==> src/design/rtcs_consts.svh <==
// constants for the rtc status, restart, seconds and minutes block
`ifndef RTCS_CONSTS_SVH
`define RTCS_CONSTS_SVH

`define RTCS_OFS_STATUS 8'h03
`define RTCS_OFS_RESTART 8'h04
`define RTCS_OFS_SECONDS 8'h08
`define RTCS_OFS_MINUTES 8'h09

`define RTCS_ST_NV_BUSY 7
`define RTCS_ST_POWER_UP 5
`define RTCS_ST_RECOVERY 4
`define RTCS_ST_SUPPLY2 3
`define RTCS_ST_SUPPLY1 2
`define RTCS_RST_RESTART 4

`define RTCS_RESET_POWER_UP 1'b1
`define RTCS_RESET_FLAG 1'b0
`define RTCS_RESET_BCD 7'h00
`define RTCS_BCD_UNITS_MAX 4'h9
`define RTCS_BCD_TENS_MAX 3'h5

`define RTCS_BITS_PER_BYTE 4'h8
// bus address of the slave; the value is arbitrary
`define RTCS_DEV_ADDR 7'h2C

`endif

==> src/design/rtcs_pkg.sv <==
// types for the rtc status, restart, seconds and minutes block
package rtcs_pkg;

  typedef enum logic [3:0] {
    RTCS_IDLE,
    RTCS_ADDR,
    RTCS_ADDR_ACK,
    RTCS_PTR,
    RTCS_PTR_ACK,
    RTCS_WR,
    RTCS_WR_ACK,
    RTCS_RD,
    RTCS_RD_ACK
  } rtcs_link_state_t;

endpackage

==> src/design/rtcs_bcd_counter.sv <==
// two digit bcd counter that runs 00 to 59 and can be loaded
`timescale 1ns/100ps
`include "rtcs_consts.svh"

module rtcs_bcd_counter (
  input wire logic mclk,
  input wire logic resetn,
  input wire logic inc,
  input wire logic load,
  input wire logic [6:0] load_val,
  output logic [6:0] val,
  output logic wrap
);

  logic [6:0] val_q;
  logic [6:0] val_d;

  // tens in bits 6..4, units in bits 3..0
  always_comb begin
    val_d = val_q;
    if (val_q[3:0] == `RTCS_BCD_UNITS_MAX) begin
      val_d[3:0] = 4'h0;
      if (val_q[6:4] == `RTCS_BCD_TENS_MAX) begin
        val_d[6:4] = 3'h0;
      end else begin
        val_d[6:4] = val_q[6:4] + 3'h1;
      end
    end else begin
      val_d[3:0] = val_q[3:0] + 4'h1;
    end
  end

  // a host write wins over a tick in the same cycle; the tick is then lost
  always_ff @(posedge mclk) begin
    if (!resetn) begin
      val_q <= `RTCS_RESET_BCD;
    end else if (load) begin
      val_q <= load_val;
    end else if (inc) begin
      val_q <= val_d;
    end
  end

  assign val = val_q;
  assign wrap = inc & ~load & (val_q[3:0] == `RTCS_BCD_UNITS_MAX)
    & (val_q[6:4] == `RTCS_BCD_TENS_MAX);

endmodule

==> src/design/rtcs_top.sv <==
// two-wire slave with status, restart, seconds and minutes registers
`timescale 1ns/100ps
`include "rtcs_consts.svh"

// Notes on behaviour
// [RULE1] watch registers hold bcd, tens high
// [RULE2] seconds count 0 to 59, bit 7 zero
// [RULE3] minutes count 0 to 59, bit 7 zero
// [RULE4] recovery flag shows self-recovery or system reset
// [RULE5] unimplemented bits always read as zero
// [RULE6] writing one to restart bit restarts logic
module rtcs_top #(
  parameter logic [6:0] DEV_ADDR = `RTCS_DEV_ADDR
) (
  input wire logic mclk,
  input wire logic resetn,
  input wire logic scl_i,
  input wire logic sda_i,
  output logic sda_o,
  output logic sda_oe,
  input wire logic watch_tick,
  input wire logic nonvolatile_write_in_progress,
  input wire logic self_recovery_event,
  input wire logic supply_low_first_event,
  input wire logic supply_low_second_event,
  output logic minutes_carry,
  output logic logic_restart
);

  ////////////////////////////////////////////////////////////////////////////////
  // pin synchronisers and bus conditions

  logic [1:0] scl_sync_q;
  logic [1:0] sda_sync_q;
  logic scl_prev_q;
  logic sda_prev_q;
  logic scl_rise;
  logic scl_fall;
  logic bus_start;
  logic bus_stop;

  always_ff @(posedge mclk) begin
    if (!resetn) begin
      scl_sync_q <= 2'h3;
      sda_sync_q <= 2'h3;
      scl_prev_q <= 1'b1;
      sda_prev_q <= 1'b1;
    end else begin
      scl_sync_q <= {scl_sync_q[0], scl_i};
      sda_sync_q <= {sda_sync_q[0], sda_i};
      scl_prev_q <= scl_sync_q[1];
      sda_prev_q <= sda_sync_q[1];
    end
  end

  assign scl_rise = scl_sync_q[1] & ~scl_prev_q;
  assign scl_fall = ~scl_sync_q[1] & scl_prev_q;
  // data moving while the clock is high marks start and stop
  assign bus_start = scl_sync_q[1] & scl_prev_q & sda_prev_q & ~sda_sync_q[1];
  assign bus_stop = scl_sync_q[1] & scl_prev_q & ~sda_prev_q & sda_sync_q[1];

  ////////////////////////////////////////////////////////////////////////////////
  // register state

  logic power_up_flag_q;
  logic recovery_reset_flag_q;
  logic supply_low_second_flag_q;
  logic supply_low_first_flag_q;
  logic nv_busy_q;
  logic [6:0] seconds_val;
  logic [6:0] minutes_val;
  logic seconds_wrap;
  logic minutes_wrap;
  logic wr_stb;
  logic [7:0] ptr_q;
  logic [7:0] shift_q;
  logic restart_req;
  logic load_seconds;
  logic load_minutes;

  function automatic logic [7:0] read_reg(input logic [7:0] addr);
    logic [7:0] r;
    r = 8'h00;
    case (addr)
      `RTCS_OFS_STATUS: begin
        r[`RTCS_ST_NV_BUSY] = nv_busy_q;
        r[`RTCS_ST_POWER_UP] = power_up_flag_q;
        r[`RTCS_ST_RECOVERY] = recovery_reset_flag_q; // RULE4
        r[`RTCS_ST_SUPPLY2] = supply_low_second_flag_q;
        r[`RTCS_ST_SUPPLY1] = supply_low_first_flag_q;
      end
      `RTCS_OFS_SECONDS: r = {1'b0, seconds_val}; // RULE2
      `RTCS_OFS_MINUTES: r = {1'b0, minutes_val}; // RULE3
      // restart bit is a one-shot and reads zero, as do gaps in the map
      default: r = 8'h00; // RULE5
    endcase
    return r;
  endfunction

  function automatic logic wr_hit(input logic [7:0] addr);
    return wr_stb && (ptr_q == addr);
  endfunction

  // flags set by hardware, cleared by writing 0; a set wins over a clear
  function automatic logic flag_next(input logic cur, input logic set, input logic clr);
    return set | (cur & ~clr);
  endfunction

  // the helpers read module state that is not in their arguments, so only a
  // process that tracks everything it reads may call them between clock edges
  always_comb begin
    restart_req = wr_hit(`RTCS_OFS_RESTART) && shift_q[`RTCS_RST_RESTART]; // RULE6
    load_seconds = wr_hit(`RTCS_OFS_SECONDS);
    load_minutes = wr_hit(`RTCS_OFS_MINUTES);
  end

  always_ff @(posedge mclk) begin
    if (!resetn) begin
      nv_busy_q <= `RTCS_RESET_FLAG;
    end else begin
      nv_busy_q <= nonvolatile_write_in_progress;
    end
  end

  always_ff @(posedge mclk) begin
    if (!resetn) begin
      power_up_flag_q <= `RTCS_RESET_POWER_UP;
      recovery_reset_flag_q <= `RTCS_RESET_FLAG;
      supply_low_second_flag_q <= `RTCS_RESET_FLAG;
      supply_low_first_flag_q <= `RTCS_RESET_FLAG;
    end else begin
      power_up_flag_q <= flag_next(power_up_flag_q, 1'b0,
        wr_hit(`RTCS_OFS_STATUS) && !shift_q[`RTCS_ST_POWER_UP]);
      recovery_reset_flag_q <= flag_next(recovery_reset_flag_q,
        self_recovery_event | restart_req,
        wr_hit(`RTCS_OFS_STATUS) && !shift_q[`RTCS_ST_RECOVERY]); // RULE4 RULE6
      supply_low_second_flag_q <= flag_next(supply_low_second_flag_q, supply_low_second_event,
        wr_hit(`RTCS_OFS_STATUS) && !shift_q[`RTCS_ST_SUPPLY2]);
      supply_low_first_flag_q <= flag_next(supply_low_first_flag_q, supply_low_first_event,
        wr_hit(`RTCS_OFS_STATUS) && !shift_q[`RTCS_ST_SUPPLY1]);
    end
  end

  // restart goes out to the rest of the clock as a one-cycle request
  always_ff @(posedge mclk) begin
    if (!resetn) begin
      logic_restart <= 1'b0;
      minutes_carry <= 1'b0;
    end else begin
      logic_restart <= restart_req; // RULE6
      minutes_carry <= minutes_wrap;
    end
  end

  rtcs_bcd_counter u_seconds (
    .mclk(mclk),
    .resetn(resetn),
    .inc(watch_tick),
    .load(load_seconds),
    .load_val(shift_q[6:0]),
    .val(seconds_val),
    .wrap(seconds_wrap)
  ); // RULE1 RULE2

  rtcs_bcd_counter u_minutes (
    .mclk(mclk),
    .resetn(resetn),
    .inc(seconds_wrap),
    .load(load_minutes),
    .load_val(shift_q[6:0]),
    .val(minutes_val),
    .wrap(minutes_wrap)
  ); // RULE1 RULE3

  ////////////////////////////////////////////////////////////////////////////////
  // two-wire slave: address, pointer, then data with pointer auto-increment

  rtcs_pkg::rtcs_link_state_t st_q;
  logic [3:0] bit_cnt_q;
  logic read_mode_q;
  logic nack_q;
  logic [7:0] rd_byte;

  always_comb begin
    rd_byte = read_reg(ptr_q);
  end
  assign wr_stb = (st_q == rtcs_pkg::RTCS_WR) && scl_fall && (bit_cnt_q == `RTCS_BITS_PER_BYTE);

  always_ff @(posedge mclk) begin
    if (!resetn) begin
      sda_o <= 1'b0;
    end else begin
      sda_o <= 1'b0;
    end
  end

  always_ff @(posedge mclk) begin
    if (!resetn) begin
      st_q <= rtcs_pkg::RTCS_IDLE;
      bit_cnt_q <= 4'h0;
      shift_q <= 8'h00;
      ptr_q <= 8'h00;
      read_mode_q <= 1'b0;
      nack_q <= 1'b0;
      sda_oe <= 1'b0;
    end else if (bus_start) begin
      st_q <= rtcs_pkg::RTCS_ADDR;
      bit_cnt_q <= 4'h0;
      sda_oe <= 1'b0;
    end else if (bus_stop) begin
      st_q <= rtcs_pkg::RTCS_IDLE;
      sda_oe <= 1'b0;
    end else begin
      case (st_q)
        rtcs_pkg::RTCS_ADDR, rtcs_pkg::RTCS_PTR, rtcs_pkg::RTCS_WR: begin
          if (scl_rise) begin
            shift_q <= {shift_q[6:0], sda_sync_q[1]};
            bit_cnt_q <= bit_cnt_q + 4'h1;
          end else if (scl_fall && bit_cnt_q == `RTCS_BITS_PER_BYTE) begin
            bit_cnt_q <= 4'h0;
            if (st_q == rtcs_pkg::RTCS_ADDR) begin
              // a foreign address leaves the slave silent until the next start
              if (shift_q[7:1] == DEV_ADDR) begin
                sda_oe <= 1'b1;
                read_mode_q <= shift_q[0];
                st_q <= rtcs_pkg::RTCS_ADDR_ACK;
              end else begin
                st_q <= rtcs_pkg::RTCS_IDLE;
              end
            end else if (st_q == rtcs_pkg::RTCS_PTR) begin
              sda_oe <= 1'b1;
              ptr_q <= shift_q;
              st_q <= rtcs_pkg::RTCS_PTR_ACK;
            end else begin
              sda_oe <= 1'b1;
              ptr_q <= ptr_q + 8'h01;
              st_q <= rtcs_pkg::RTCS_WR_ACK;
            end
          end
        end
        rtcs_pkg::RTCS_ADDR_ACK, rtcs_pkg::RTCS_RD_ACK: begin
          if (scl_rise) begin
            nack_q <= sda_sync_q[1];
          end else if (scl_fall) begin
            if ((st_q == rtcs_pkg::RTCS_ADDR_ACK && read_mode_q)
                || (st_q == rtcs_pkg::RTCS_RD_ACK && !nack_q)) begin
              shift_q <= rd_byte;
              sda_oe <= ~rd_byte[7];
              ptr_q <= ptr_q + 8'h01;
              bit_cnt_q <= 4'h1;
              st_q <= rtcs_pkg::RTCS_RD;
            end else begin
              sda_oe <= 1'b0;
              st_q <= (st_q == rtcs_pkg::RTCS_ADDR_ACK) ? rtcs_pkg::RTCS_PTR
                : rtcs_pkg::RTCS_IDLE;
            end
          end
        end
        rtcs_pkg::RTCS_PTR_ACK, rtcs_pkg::RTCS_WR_ACK: begin
          if (scl_fall) begin
            sda_oe <= 1'b0;
            st_q <= rtcs_pkg::RTCS_WR;
          end
        end
        rtcs_pkg::RTCS_RD: begin
          if (scl_fall) begin
            if (bit_cnt_q == `RTCS_BITS_PER_BYTE) begin
              sda_oe <= 1'b0;
              st_q <= rtcs_pkg::RTCS_RD_ACK;
            end else begin
              sda_oe <= ~shift_q[6];
              shift_q <= {shift_q[6:0], 1'b0};
              bit_cnt_q <= bit_cnt_q + 4'h1;
            end
          end
        end
        default: begin
          sda_oe <= 1'b0;
        end
      endcase
    end
  end

endmodule

==> config.mk <==
export PLATFORM = sky130hd
export DESIGN_NAME = rtcs_top
export DESIGN_NICKNAME = d
export VERILOG_FILES = /design/src/design/rtcs_pkg.sv /design/src/design/rtcs_bcd_counter.sv /design/src/design/rtcs_top.sv
export VERILOG_INCLUDE_DIRS = /design/src /design/src/design
export SDC_FILE = /design/constraint.sdc
export NUM_CORES = 1
export LEC_CHECK = 0
export BUFFER_PORTS_ARGS = -buffer_cell sky130_fd_sc_hd__buf_2
export CORE_MARGIN = 5
export CORE_UTILIZATION = 35
export CTS_CLUSTER_DIAMETER = 200
export DETAILED_ROUTE_END_ITERATION = 10
export PLACE_DENSITY = 0.46
export SLEW_MARGIN = 20
export SYNTH_ARGS = -nofsm -noshare
export SYNTH_HDL_FRONTEND = slang
export SYNTH_SLANG_ARGS = --single-unit
==> constraint.sdc <==
create_clock -name mclk -period 3.8 [get_ports mclk]
set_input_delay 0.38 -clock mclk [delete_from_list [all_inputs] [get_ports mclk]]
set_output_delay 0.38 -clock mclk [all_outputs]
set_load 0.01 [all_outputs]
Word level (Yosys, flattened, before mapping). Cells that the tools add are included.

$add $sub $neg: 6. Equality and inequality tests: 38. Muxes and demuxes: 63. Bitwise operators: 37. Reduce and logical (&&, ||, !) cells: 43.

Operators with widths (number): $mux 8 (13); $mux 4 (17); $mux 7 (4); $ne 4x4->1 const B (7); $pmux 4 s3 (2); $pmux 8 s3 (1); $reduce_and 8->1 (3); $ne 2x2->1 const B (11); $reduce_and 9->1 (2); $and 1x1->1 (17); $eq 4x3->1 const B (4); $eq 4x4->1 const B (4); $eq 8x4->1 const B (2); $not 1->1 (16); $pmux 4 s4 (1); $pmux 8 s2 (1); $mux 3 (5); $logic_and 1x1->1 (14); $reduce_and 7->1 (2); $mux 1 (13); $add 4x1->4 const B (3); $reduce_bool 2->1 (5); $add 8x1->8 const B (1); $eq 4x2->1 const B (2); other kinds (21) (37).

Register bits: 54. Output and inout port bits: 4. Word-level logic and storage cells: 210.

Longest topological paths before layout. Gate-level depths: netlist of run 1.

Word-level depth: 12. Gate-level depth with buffers: 9. Depth with buffers taken out: 7.

Hierarchy. Synthesis of run 1 repeated with hierarchy kept, for this count alone.

Cell total of the unflattened synthesis: 410. Area, all modules: 3345.7 um^2.

Modules (own cells, without submodules): rtcs_top (instances 1, cells an instance 320, area an instance 2593.7 um^2); rtcs_bcd_counter (u_minutes) (instances 1, cells an instance 45, area an instance 376.6 um^2); rtcs_bcd_counter (u_seconds) (instances 1, cells an instance 45, area an instance 375.4 um^2).

Worst setup path after synthesis of run 1. OpenSTA, ideal clock, no wires.

Path kind: register -> register. Start point: reg st_q[1]. End point: reg u_seconds.val_q[4] (netlist: u_seconds.val[4]). Setup time: 139 ps. Arrival time: 1776 ps. Slack: 1885 ps. Cell stages (with the launch flop): 8. Buffers on the path: 2. Period minus slack after synthesis: 1915 ps. Cell sequence: dfxtp_1 -> clkbuf_1 -> or4bb_1 -> nor4_4 -> nand2_2 -> buf_6 -> nor2_1 -> a211oi_2.

Longest elaborated chain between the ends: 6.

Ends and longest elaborated chain: start, declared (line rtcs_top.sv:178) `rtcs_pkg::rtcs_link_state_t st_q;`; start signal, assigned (line rtcs_top.sv:199) `st_q <= rtcs_pkg::RTCS_IDLE;`; start signal, assigned (line rtcs_top.sv:207) `st_q <= rtcs_pkg::RTCS_ADDR;`; start signal, assigned (line rtcs_top.sv:211) `st_q <= rtcs_pkg::RTCS_IDLE;`; $eq 4x3->1 (*) (line rtcs_top.sv:187) `` assign wr_stb = (st_q == rtcs_pkg::RTCS_WR) && scl_fall && (bit_cnt_q == `RTCS_BITS_PER_BYTE); ``; $logic_and 1x1->1 (*) (2 in a row) (line rtcs_top.sv:187); $logic_and 1x1->1 (*) (line rtcs_top.sv:101) `return wr_stb && (ptr_q == addr);`; $reduce_bool 2->1 (no source line); $reduce_and 2->1 (no source line); end signal, assigned (line rtcs_bcd_counter.sv:36) `` val_q <= `RTCS_RESET_BCD; ``; end signal, assigned (line rtcs_bcd_counter.sv:38) `val_q <= load_val;`; end signal, assigned (line rtcs_bcd_counter.sv:40) `val_q <= val_d;`; end, declared (line rtcs_bcd_counter.sv:15) `logic [6:0] val_q;`.

Mark *: on every way between the ends. The rest lies on a longest branch, timed or not. A chain may end at the register's enable or synchronous reset.

Final worst setup path of run 1.
Start point: reg st_q[1]. End point: reg u_minutes.val_q[3] (netlist: u_minutes.val[3]).

Longest elaborated chain between the ends: 9.

Ends and longest elaborated chain: $eq 4x3->1 (*) (line rtcs_top.sv:187); $logic_and 1x1->1 (*) (2 in a row) (line rtcs_top.sv:187); $logic_and 1x1->1 (line rtcs_top.sv:101); $not 1->1 (line rtcs_bcd_counter.sv:45) `` assign wrap = inc & ~load & (val_q[3:0] == `RTCS_BCD_UNITS_MAX) ``; $and 1x1->1 (3 in a row) (line rtcs_bcd_counter.sv:45); $reduce_bool 2->1 (no source line); end signal, assigned (line rtcs_bcd_counter.sv:36); end signal, assigned (line rtcs_bcd_counter.sv:38); end signal, assigned (line rtcs_bcd_counter.sv:40); end, declared (line rtcs_bcd_counter.sv:15).

Marks and branches as above.

==> key figures, run 1 <==
Outcome
  – Status: complete, no violations

Timing
  – Slew margin rel.: 0.406
  – Fin crit share: 0.666
  – Setup TNS: 0 ns
  – RSZ-0062 raised after global routing: no
  – Worst hold margin: 0.255 ns
  – Tmin final: 2.53 ns
  – Final setup fails: 0
  – Worst slew pin tran: 0.883 ns
  – Fmax: 0.395 GHz
  – Final Hold Vio Count: 0
  – Slew Limit Fails: 0
  – Setup Skew: 0.00828 ns

Route
  – WL/cell: 17.2 um
  – Antenna Violating Nets Remaining: 0
  – Via count: 3065
  – Via density: 5.58
  – Iteration-0 DRC Markers: 175
  – Routed WL: 9420 um
  – Pre-antenna DRT Iters: 4
  – Drc violations: 0

Global route
  – Initial antenna violation count: 0
  – First-pass GRT wire length: 15600 um
  – Vias in the first global route: 2986
  – Largest net degree at the start of global routing: 30
  – GRT overflow: 0
  – Total GRT Usage: 0.165

Setup path
  – Startpoint types: flip-flop
  – Worst Setup SP: st_q[1]
  – Critical Path Fanout Max: 25
  – Crit Path Class: flip-flop to flip-flop
  – WP data arrival: 2.72 ns
  – Reg2reg path depth: 5
  – Reg2Reg Launch Point: st_q[1]
  – Worst setup EP type: flip-flop
  – CP required: 3.99 ns

Clock tree
  – CTS tree: built
  – Clock Pin Slew Worst Setup and Hold Paths: 0.09 ns
  – Post-CTS Resized: 0
  – Post-CTS Setup Inserts: 0
  – CTS Root Cell: clkbuf_8
  – Hold buffers post-CTS: 0
  – Clock Latency Late Sink: 0.30 ns
  – CTS HTree Levels: 2
  – Total CTS buffers: 5
  – Clk buf depth: 2
  – Total clock sinks: 54

Final layout
  – Register area: 0.00108 mm^2
  – Fill cells: 1051
  – N_diodes: 0
  – Area of the multi-input gates: 0.00215 mm^2
  – Area Overhead vs Synth: 5.15%
  – Final std cells w/o fill: 549
  – Share of layout cells above drive strength 1: 0.0938
  – Nets: 431

Min path
  – Hold Path Stages: 2
  – Worst hold path type: primary input to flip-flop
  – Worst Hold Launch: scl_i

Power
  – Worst VDD drop: 0.120 mV
  – Leakage power: 1.14 nW
  – PwrDens: 297 mW/mm^2

Die
  – Die Wd: 109 um
  – Core ar.: 0.00964 mm^2
  – Row cnt: 36
  – Die Y: 109 um
  – Ports: 13
  – DIE AREA: 0.0119 mm^2
  – Initial core utilization: 0.355

Yosys
  – Mapped Nets: 441
  – Synthesized flop and latch total: 54
  – EDFF count, synth: 0
  – Async set-or-reset flop fraction in the synthesized netlist: 0
  – Synthesized area: 0.00342 mm^2
  – Main synth FF type: dfxtp_1
  – Avg Synthesized Cell Area: 8.02 um^2
  – Cell variety after synth: 69
  – Synth Instances: 427
  – Synthesis warning total: 0
  – Register area share after synthesis: 0.316

Job
  – Max-Cap Viols: 0

Placement
  – Detailed placement HPWL: 6690 um
  – Final RePlAce weighted congestion: 0.851
  – Dpl cells: 543
  – I/O Buffers: 11
==> flip-flops by register name (all words and copies together), names as in the netlist <==
| name | cells |
|---|---|
| bit_cnt_q | 4 |
| logic_restart | 1 |
| minutes_carry | 1 |
| nack_q | 1 |
| nv_busy_q | 1 |
| power_up_flag_q | 1 |
| ptr_q | 8 |
| read_mode_q | 1 |
| recovery_reset_flag_q | 1 |
| scl_prev_q | 1 |
| scl_sync_q | 2 |
| sda_oe | 1 |
| sda_prev_q | 1 |
| sda_sync_q | 2 |
| shift_q | 8 |
| st_q | 4 |
| supply_low_first_flag_q | 1 |
| supply_low_second_flag_q | 1 |
| u_minutes.val | 7 |
| u_seconds.val | 7 |
==> Yosys cell counts, types with 3 or more instances <==
cell type / number / area [um^2]
nand3_1: 20 / 100
xor2_1: 4 / 35.0
mux2i_1: 12 / 120
a22oi_1: 9 / 67.6
buf_2: 6 / 30.0
nand2b_1: 14 / 87.6
or2_2: 4 / 25.0
or3_1: 3 / 18.8
nand2_1: 33 / 124
a211oi_2: 6 / 75.1
a211oi_1: 9 / 67.6
nor3b_1: 5 / 37.5
inv_1: 14 / 52.6
a21oi_1: 33 / 165
nor2_1: 24 / 90.1
o22ai_1: 7 / 43.8
o41ai_1: 3 / 26.3
clkbuf_1: 18 / 67.6
and3_1: 3 / 18.8
nand4_1: 5 / 31.3
ha_1: 5 / 62.6
o21ai_0: 30 / 150
xnor2_1: 6 / 52.6
nor3_1: 11 / 55.1
o31ai_1: 4 / 30.0
a22o_1: 6 / 52.6
and2_1: 5 / 31.3
nor2b_1: 11 / 68.8
dfxtp_1: 54 / 1080
a31oi_1: 7 / 43.8
==> cells by family after synthesis <==
logic type / synth area share
buffers and inverters: 0.0559
AOI/OAI and AO/OA: 0.277
muxes: 0.0384
DFF: 0.316
and+or+nand+nor: 0.268
other: 0.00110
adders and majority gates: 0.0183
xor gates and xnor gates: 0.0256
==> layer usage <==
metal	vias to the layer above	wire (um)	track usage
met1	1479	4440	0.219
met4	0	41	0.0361
met2	25	4700	0.284
li1	1559	-	-
met3	2	237	0.0249
met5	-	0	0
==> where the power goes <==
group	switching (mW)	internal (mW)	total [mW]
Sequential	0.0363	0.586	0.622
Clock	0.183	0.141	0.325
Combinational	0.0715	0.0503	0.122
Total	0.291	0.778	1.07
==> critical path, stage by stage, from the launching register on <==
cell and delay (ns):
dfxtp_1 0.58, or4bb_1 0.64, nor4_4 0.46, nand2_2 0.35, a22oi_1 0.26, a31oi_1 0.10
==> stage by stage <==
step                      power, mW  utilization  setup slack (ns)  area (um^2)
final                          1.07        0.373              1.27         3600
after global routing           1.13        0.373              1.02         3600
after CTS                      1.09        0.373              1.25         3600
after detailed placement      0.758        0.365              1.27         3520
after global placement        0.758        0.365              1.33         3520
after floorplan               0.717            -              1.88         3420
==> layout by cell type (no fill, tap or decap), drive strengths merged, types with 6 or more instances in the layout <==
| master | Yosys | routed |
|---|---|---|
| nor2 | 24 | 24 |
| dfxtp | 54 | 54 |
| buf | 11 | 12 |
| nand3 | 20 | 20 |
| nand2 | 35 | 35 |
| xnor2 | 6 | 6 |
| o21ai | 30 | 30 |
| a31oi | 7 | 7 |
| nor2b | 11 | 11 |
| a22oi | 9 | 9 |
| a211oi | 15 | 15 |
| a22o | 6 | 6 |
| o22ai | 7 | 7 |
| clkbuf | 18 | 6 |
| nand2b | 14 | 14 |
| mux2i | 12 | 12 |
| nor3 | 11 | 11 |
| a21oi | 33 | 33 |
| inv | 14 | 14 |
==> path summary, 6_finish.rpt <==
check	end	slack (ns)
setup / recovery	u_minutes.val[3]	1.27
hold / removal	scl_sync_q[0]	0.25
setup reg to reg	u_minutes.val[3]	1.27
hold reg to reg	sda_sync_q[1]	0.41
==> final cells by class <==
type | instances | share of cell area
multi-input cells | 329 | 0.597
repair buffers | 12 | 0.0174
well taps | 133 | 0.0462
clock buffers | 6 | 0.0229
flip-flops and latches | 54 | 0.300
inverters | 15 | 0.0156
(Power assumes the default switching activity.)
==> run 2: changes to the inputs <==
==> constraint.sdc (replaced) <==
create_clock -name mclk -period 2.6 [get_ports mclk]
set_input_delay 0.26 -clock mclk [delete_from_list [all_inputs] [get_ports mclk]]
set_output_delay 0.26 -clock mclk [all_outputs]
set_load 0.01 [all_outputs]
==> run 2 against run 1 <==
Core utilization rose by 1.3 points. Combinational power rose by 70%. Non-clock buffer count rose by 13. Power rose by 58%. Hold slack got worse by 0.13 ns. Design area rose by 3.4%. Critical path depth did not move. Global-route usage rose by 0.087 points. Sequential cell count did not move. Sequential share of layout area fell by 1.0 points.
==> key figures, run 2 (synthesis results as in run 1) <==
Outcome
  – Status: complete, no violations (unchanged)

Setup path
  – Reg2reg path depth: 5 (unchanged)
  – Startpoint types: flip-flop (unchanged)
  – WP data arrival: 2.47 ns (was 2.72 ns)
  – Critical path's top delay family: compound AO/OA/AOI/OAI gates (was simple AND/OR/NAND/NOR gates)
  – Worst setup EP type: flip-flop (unchanged)
  – CP required: 2.82 ns (was 3.99 ns)
  – Cell count along the critical path: 5 (unchanged)
  – Chain of cells forming the critical path: nor2b_1 -> o31a_1 -> o21a_1 -> and2_1 -> o31ai_1 (was or4bb_1 -> nor4_4 -> nand2_2 -> a22oi_1 -> a31oi_1)
  – Max incr delay on CP: 0.68 ns (was 0.64 ns)
  – WP buf/inv: 0 (unchanged)
  – Slowest CP cell: dfxtp_1 (was or4bb_1)
  – Critical Path Fanout Max: 18 (was 25)
  – Crit Path Class: flip-flop to flip-flop (unchanged)

Final layout
  – Share of layout cells above drive strength 1: 0.125 (was 0.0938)
  – Biggest registers after layout: ptr_q x8, shift_q x8 (unchanged)
  – Most common cell after layout, fill and taps aside: dfxtp_1 (unchanged)
  – Area Overhead vs Synth: 8.77% (was 5.15%)
  – N_diodes: 0 (unchanged)
  – Most frequent cells in the layout: 54 x dfxtp_1, 33 x nand2_1, 33 x a21oi_1 (unchanged)
  – Fill cells: 1072 (was 1051)
  – Nets: 444 (was 431)
  – Util after Layout: 0.386 (was 0.373)

Route
  – Antenna Violating Nets Remaining: 0 (unchanged)
  – WL/cell: 16.9 um (was 17.2 um)
  – Met2 WL: 4680 um (was 4700 um)
  – Iteration-0 DRC Markers: 158 (was 175)
  – Routed WL: 9540 um (was 9420 um)
  – Via count: 3118 (was 3065)
  – Post-Route M1 WL: 4490 um (was 4440 um)
  – Via density: 5.53 (was 5.58)
  – Met3 routed WL: 251 um (was 237 um)
  – DR top layer: met4 (unchanged)
  – Pre-antenna DRT Iters: 4 (unchanged)
  – Drc violations: 0 (unchanged)

Power
  – PwrDens: 453 mW/mm^2 (was 297 mW/mm^2)
  – Worst VDD drop: 0.196 mV (was 0.120 mV)
  – Leakage power: 1.22 nW (was 1.14 nW)

Clock tree
  – Post-CTS Setup Inserts: 0 (unchanged)
  – Clock Latency Late Sink: 0.31 ns (was 0.30 ns)
  – CTS HTree Levels: 2 (unchanged)
  – Clock Pin Slew Worst Setup and Hold Paths: 0.10 ns (was 0.09 ns)
  – Total CTS buffers: 5 (unchanged)
  – Total clock sinks: 54 (unchanged)
  – CTS tree: built (unchanged)
  – CTS Root Cell: clkbuf_8 (unchanged)
  – Clk buf depth: 2 (unchanged)
  – Post-CTS Resized: 0 (unchanged)
  – Hold buffers post-CTS: 0 (unchanged)

Die
  – Ports: 13 (unchanged)
  – Initial core utilization: 0.355 (unchanged)
  – DIE AREA: 0.0119 mm^2 (unchanged)
  – Die Y: 109 um (unchanged)
  – Row cnt: 36 (unchanged)
  – Core ar.: 0.00964 mm^2 (unchanged)
  – Die Wd: 109 um (unchanged)

Timing
  – Worst slew pin tran: 0.666 ns (was 0.883 ns)
  – Tmin final: 2.26 ns (was 2.53 ns)
  – RSZ-0062 raised after global routing: no (unchanged)
  – Setup Skew: 0.00824 ns (was 0.00828 ns)
  – Slew margin rel.: 0.556 (was 0.406)
  – Fmax: 0.443 GHz (was 0.395 GHz)
  – Setup TNS: 0 ns (unchanged)
  – Slew Limit Fails: 0 (unchanged)
  – Fin crit share: 0.868 (was 0.666)
  – Final Hold Vio Count: 0 (unchanged)
  – Final setup fails: 0 (unchanged)

Global route
  – Largest net degree at the start of global routing: 27 (was 30)
  – Total GRT Usage: 0.166 (was 0.165)
  – Initial antenna violation count: 0 (unchanged)
  – First-pass GRT wire length: 15600 um (about the same)
  – GRT overflow: 0 (unchanged)
  – Vias in the first global route: 2960 (was 2986)

Placement
  – I/O Buffers: 11 (unchanged)
  – Detailed placement HPWL: 6940 um (was 6690 um)
  – Final RePlAce weighted congestion: 0.847 (was 0.851)

Job
  – Max-Cap Viols: 0 (unchanged)

Min path
  – Hold Path Stages: 2 (unchanged)
  – Worst hold path type: primary input to flip-flop (unchanged)
[run 2: cell types whose count changed in the layout (fill, tap and decap cells not counted), sizes merged]
cell / change
bufinv: +1
buf: +13
clkinv: +2
clkbuf: -1
[run 2: final timing paths]
check | start | end | slack, ns
worst max-delay path | st_q[3] | shift_q[6] | 0.34
worst min-delay path | scl_i | scl_sync_q[0] | 0.12
worst max register to register | st_q[3] | shift_q[6] | 0.34
worst min register to register | sda_sync_q[0] | sda_sync_q[1] | 0.42
[run 2: per-stage QoR]
| stage | power (mW) | area [um^2] | hold WS, ns | cells | setup slack (ns) |
|---|---|---|---|---|---|
| after global routing | 1.77 | 3720 | 0.128 | 564 | 0.104 |
| final | 1.69 | 3720 | 0.125 | 564 | 0.344 |
| after global placement | 1.12 | 3610 | 0.391 | 556 | 0.417 |
| after CTS | 1.72 | 3720 | 0.112 | 564 | 0.376 |
| after detailed placement | 1.12 | 3610 | 0.398 | 556 | 0.411 |
| after floorplan | 1.05 | 3420 | 0.361 | 427 | 0.685 |
[run 2: layer usage]
metal	vias up	global-route usage
met3	12	0.0213
met4	0	0.0496
li1	1580	-
met1	1476	0.217
met2	50	0.285
met5	-	0
[run 2: layout make-up]
class	instances	area, um^2	share of cell area
clock buffer	5	68.8	0.0185
inverter	15	56.3	0.0151
tap	133	166	0.0447
clock inverter	3	40.0	0.0108
multi-input combinational	329	2150	0.578
timing repair buffer	25	160	0.0430
sequential	54	1080	0.290
[run 2: where the power goes]
part / leakage [nW] / total, mW / internal [mW] / switching [mW]
registers: 0.439 / 0.899 / 0.857 / 0.0425
logic: 0.727 / 0.207 / 0.0858 / 0.121
clock network: 0.0579 / 0.582 / 0.284 / 0.297
total: 1.22 / 1.69 / 1.23 / 0.461
[run 2: worst register-to-register path: stages (launching register included)]
cell	delay (ns)
dfxtp_1	0.68
nor2b_1	0.28
o31a_1	0.36
o21a_1	0.29
and2_1	0.31
o31ai_1	0.25
==> run 3: changes to the inputs <==
--- a/config.mk
+++ b/config.mk
@@ -6,6 +6,7 @@
 export SDC_FILE = /design/constraint.sdc
 export NUM_CORES = 1
 export LEC_CHECK = 0
+export ABC_AREA = 1
 export BUFFER_PORTS_ARGS = -buffer_cell sky130_fd_sc_hd__buf_2
 export CORE_MARGIN = 5
 export CORE_UTILIZATION = 35
==> run 3 against run 2 <==
Cell count increased by 27%. Critical endpoint is now u_seconds.val[1]. Clock-buffer cell count increased by 1. Sequential power increased by 32%. Via count increased by 14%. Synthesized cell count increased by 34%. Largest cell class unchanged. Clock skew increased by 0.0023 ns. Sequential share of layout area decreased by 1.0 points. Global-route usage decreased by 0.066 points. Die area increased by 4.6%. Setup slack improved by 0.13 ns.
==> key figures, run 3 <==
Global route
  – First-pass GRT wire length: 16900 um (was 15600 um)
  – GRT overflow: 0 (unchanged)
  – Largest net degree at the start of global routing: 34 (was 27)
  – Vias in the first global route: 3278 (was 2960)
  – Total GRT Usage: 0.166 (about the same)
  – Initial antenna violation count: 0 (unchanged)

Setup path
  – Flop2flop setup slack: 0.47 ns (was 0.34 ns)
  – Reg2reg path depth: 11 (was 5)
  – Startpoint types: flip-flop (unchanged)
  – WP data arrival: 2.33 ns (was 2.47 ns)
  – Capture point of the worst reg-to-reg path: u_seconds.val[1] (was shift_q[6])
  – Worst setup EP type: flip-flop (unchanged)
  – Crit Path Class: flip-flop to flip-flop (unchanged)
  – CP required: 2.80 ns (was 2.82 ns)
  – Reg2Reg Launch Point: bit_cnt_q[0] (was st_q[3])
  – Critical Path Fanout Max: 12 (was 18)

Placement
  – Post-DP Area: 0.00375 mm^2 (was 0.00361 mm^2)
  – Detailed placement HPWL: 7520 um (was 6940 um)
  – Final RePlAce weighted congestion: 0.821 (was 0.847)
  – I/O Buffers: 11 (unchanged)

Yosys
  – Post-synth top cells: 148 x nand2_1, 85 x nor2_1, 58 x inv_1, 58 x nand3_1, 54 x dfxtp_1 (was 54 x dfxtp_1, 33 x a21oi_1, 33 x nand2_1)
  – Synthesized area: 0.00359 mm^2 (was 0.00342 mm^2)
  – Async set-or-reset flop fraction in the synthesized netlist: 0 (unchanged)
  – Register area share after synthesis: 0.301 (was 0.316)
  – Synth Instances: 574 (was 427)
  – Synth area leader: dfxtp_1 (unchanged)
  – Mapped Nets: 588 (was 441)
  – Largest cells by area after synthesis: dfxtp_1 30%, nand2_1 15%, nor2_1 8.9% (was dfxtp_1 32%, a21oi_1 4.8%, o21ai_0 4.4%)
  – Avg Synthesized Cell Area: 6.26 um^2 (was 8.02 um^2)
  – Count leader, synth: nand2_1 (was dfxtp_1)
  – Synthesized flop and latch total: 54 (unchanged)
  – Cell variety after synth: 40 (was 69)
  – Synthesis warning total: 0 (unchanged)
  – Main synth FF type: dfxtp_1 (unchanged)
  – EDFF count, synth: 0 (unchanged)
  – Top cell type's share of synthesized area: 0.301 (was 0.316)

Timing
  – Slew margin rel.: 0.587 (was 0.556)
  – Worst slew pin tran: 0.619 ns (was 0.666 ns)
  – Fmax: 0.470 GHz (was 0.443 GHz)
  – Setup TNS: 0 ns (unchanged)
  – Final setup fails: 0 (unchanged)
  – RSZ-0062 raised after global routing: no (unchanged)
  – Setup Skew: 0.0106 ns (was 0.00824 ns)
  – Tmin final: 2.13 ns (was 2.26 ns)
  – Final Hold Vio Count: 0 (unchanged)
  – Slew Limit Fails: 0 (unchanged)
  – Fin crit share: 0.819 (was 0.868)

Die
  – Die Wd: 111 um (was 109 um)
  – Core ar.: 0.0102 mm^2 (was 0.00964 mm^2)
  – Row cnt: 37 (was 36)
  – Ports: 13 (unchanged)
  – Die Y: 111 um (was 109 um)
  – Initial core utilization: 0.353 (was 0.355)
  – DIE AREA: 0.0124 mm^2 (was 0.0119 mm^2)

Clock tree
  – Post-CTS Resized: 0 (unchanged)
  – Clock Latency Late Sink: 0.32 ns (was 0.31 ns)
  – Total clock sinks: 54 (unchanged)
  – CTS Root Cell: clkbuf_8 (unchanged)
  – CTS HTree Levels: 2 (unchanged)
  – Clock Pin Slew Worst Setup and Hold Paths: 0.11 ns (was 0.10 ns)
  – Hold buffers post-CTS: 0 (unchanged)
  – Post-CTS Setup Inserts: 0 (unchanged)
  – Clk buf depth: 2 (unchanged)
  – CTS tree: built (unchanged)
  – Total CTS buffers: 5 (unchanged)

Final layout
  – N_diodes: 0 (unchanged)
  – Most common cell after layout, fill and taps aside: nand2_1 (was dfxtp_1)
  – Final instance area: 0.00386 mm^2 (was 0.00372 mm^2)
  – Nets: 595 (was 444)
  – Most frequent cells in the layout: 148 x nand2_1, 85 x nor2_1, 58 x inv_1, 58 x nand3_1, 54 x dfxtp_1 (was 54 x dfxtp_1, 33 x nand2_1, 33 x a21oi_1)
  – Biggest registers after layout: ptr_q x8, shift_q x8 (unchanged)
  – Util after Layout: 0.379 (was 0.386)
  – Share of layout cells above drive strength 1: 0.132 (was 0.125)
  – Area Overhead vs Synth: 7.45% (was 8.77%)

Min path
  – Worst Hold Launch: sda_i (was scl_i)
  – Worst hold endpoint: sda_sync_q[0] (was scl_sync_q[0])
  – Hold Path Stages: 2 (unchanged)
  – Worst hold path type: primary input to flip-flop (unchanged)

Power
  – PwrDens: 1020 mW/mm^2 (was 453 mW/mm^2)
  – Leakage power: 1.77 nW (was 1.22 nW)
  – Worst VDD drop: 0.347 mV (was 0.196 mV)

Route
  – Drc violations: 0 (unchanged)
  – Via density: 4.95 (was 5.53)
  – Via count: 3553 (was 3118)
  – Iteration-0 DRC Markers: 247 (was 158)
  – Antenna Violating Nets Remaining: 0 (unchanged)
  – Pre-antenna DRT Iters: 4 (unchanged)
  – WL/cell: 13.9 um (was 16.9 um)
  – Routed WL: 9980 um (was 9540 um)

Job
  – Max-Cap Viols: 0 (unchanged)

Outcome
  – Status: complete, no violations (unchanged)
[run 3: kinds of logic after synthesis]
family | after synthesis | share of synthesized area
other cells | 1 | 0.00104
simple gates | 352 | 0.457
xor+xnor | 5 | 0.0122
flops | 54 | 0.301
compound gates | 79 | 0.120
buf+inv | 78 | 0.0912
fa+ha+maj | 5 | 0.0174
[run 3: routing by layer]
layer	GRT usage	wire, um	up-vias	part of all wire
met1	0.230	4920	1618	0.49
met3	0.0277	326	18	0.033
li1	-	-	1850	-
met2	0.265	4550	67	0.46
met4	0.0495	189	0	0.019
met5	0	0	-	0
[run 3: area by class of cell]
| class | instances | area (um^2) |
|---|---|---|
| fill | 1113 | 6320 |
| inverter | 66 | 253 |
| clock buffer | 6 | 72.6 |
| sequential | 54 | 1080 |
| tap | 136 | 170 |
| timing repair buffer | 12 | 62.6 |
| multi-input combinational | 442 | 2190 |
| clock inverter | 2 | 37.5 |
[run 3: how the worst max path moves through the flow]
stage               slack (ns)    startpoint  cells after the start                to
finish                    0.47  bit_cnt_q[0]                     11  u_seconds.val[1]
global route              0.27  bit_cnt_q[0]                     11  u_seconds.val[1]
CTS                       0.49  bit_cnt_q[0]                     11  u_seconds.val[1]
global placement          0.61  bit_cnt_q[0]                     11  u_seconds.val[1]
detailed placement        0.52  bit_cnt_q[0]                     11  u_seconds.val[1]
floorplan                 0.93  bit_cnt_q[0]                     12  u_seconds.val[1]
[run 3: metrics by stage]
step	setup WS [ns]	hold WS [ns]	power (mW)	instances
global route	0.272	0.110	4.36	718
global placement	0.614	0.396	3.38	710
detailed placement	0.518	0.402	3.38	710
CTS	0.493	0.0976	4.00	718
finish	0.470	0.112	3.95	718
floorplan	0.928	0.358	2.92	574
[run 3: critical path, cell delays in order (launching register included)]
cell and delay [ns]:
dfxtp_1 0.36, inv_1 0.07, ha_1 0.14, nand2_1 0.06, nor2_2 0.20, nand2_1 0.23
nor2_4 0.18, nand2_2 0.20, inv_1 0.26, nor2_1 0.07, o21ai_1 0.16, a21oi_2 0.06
[run 3: power breakdown]
| group | internal, mW | switching (mW) | leakage (nW) |
|---|---|---|---|
| Combinational | 0.681 | 1.47 | 1.28 |
| Clock | 0.288 | 0.312 | 0.0514 |
| Sequential | 0.984 | 0.211 | 0.441 |
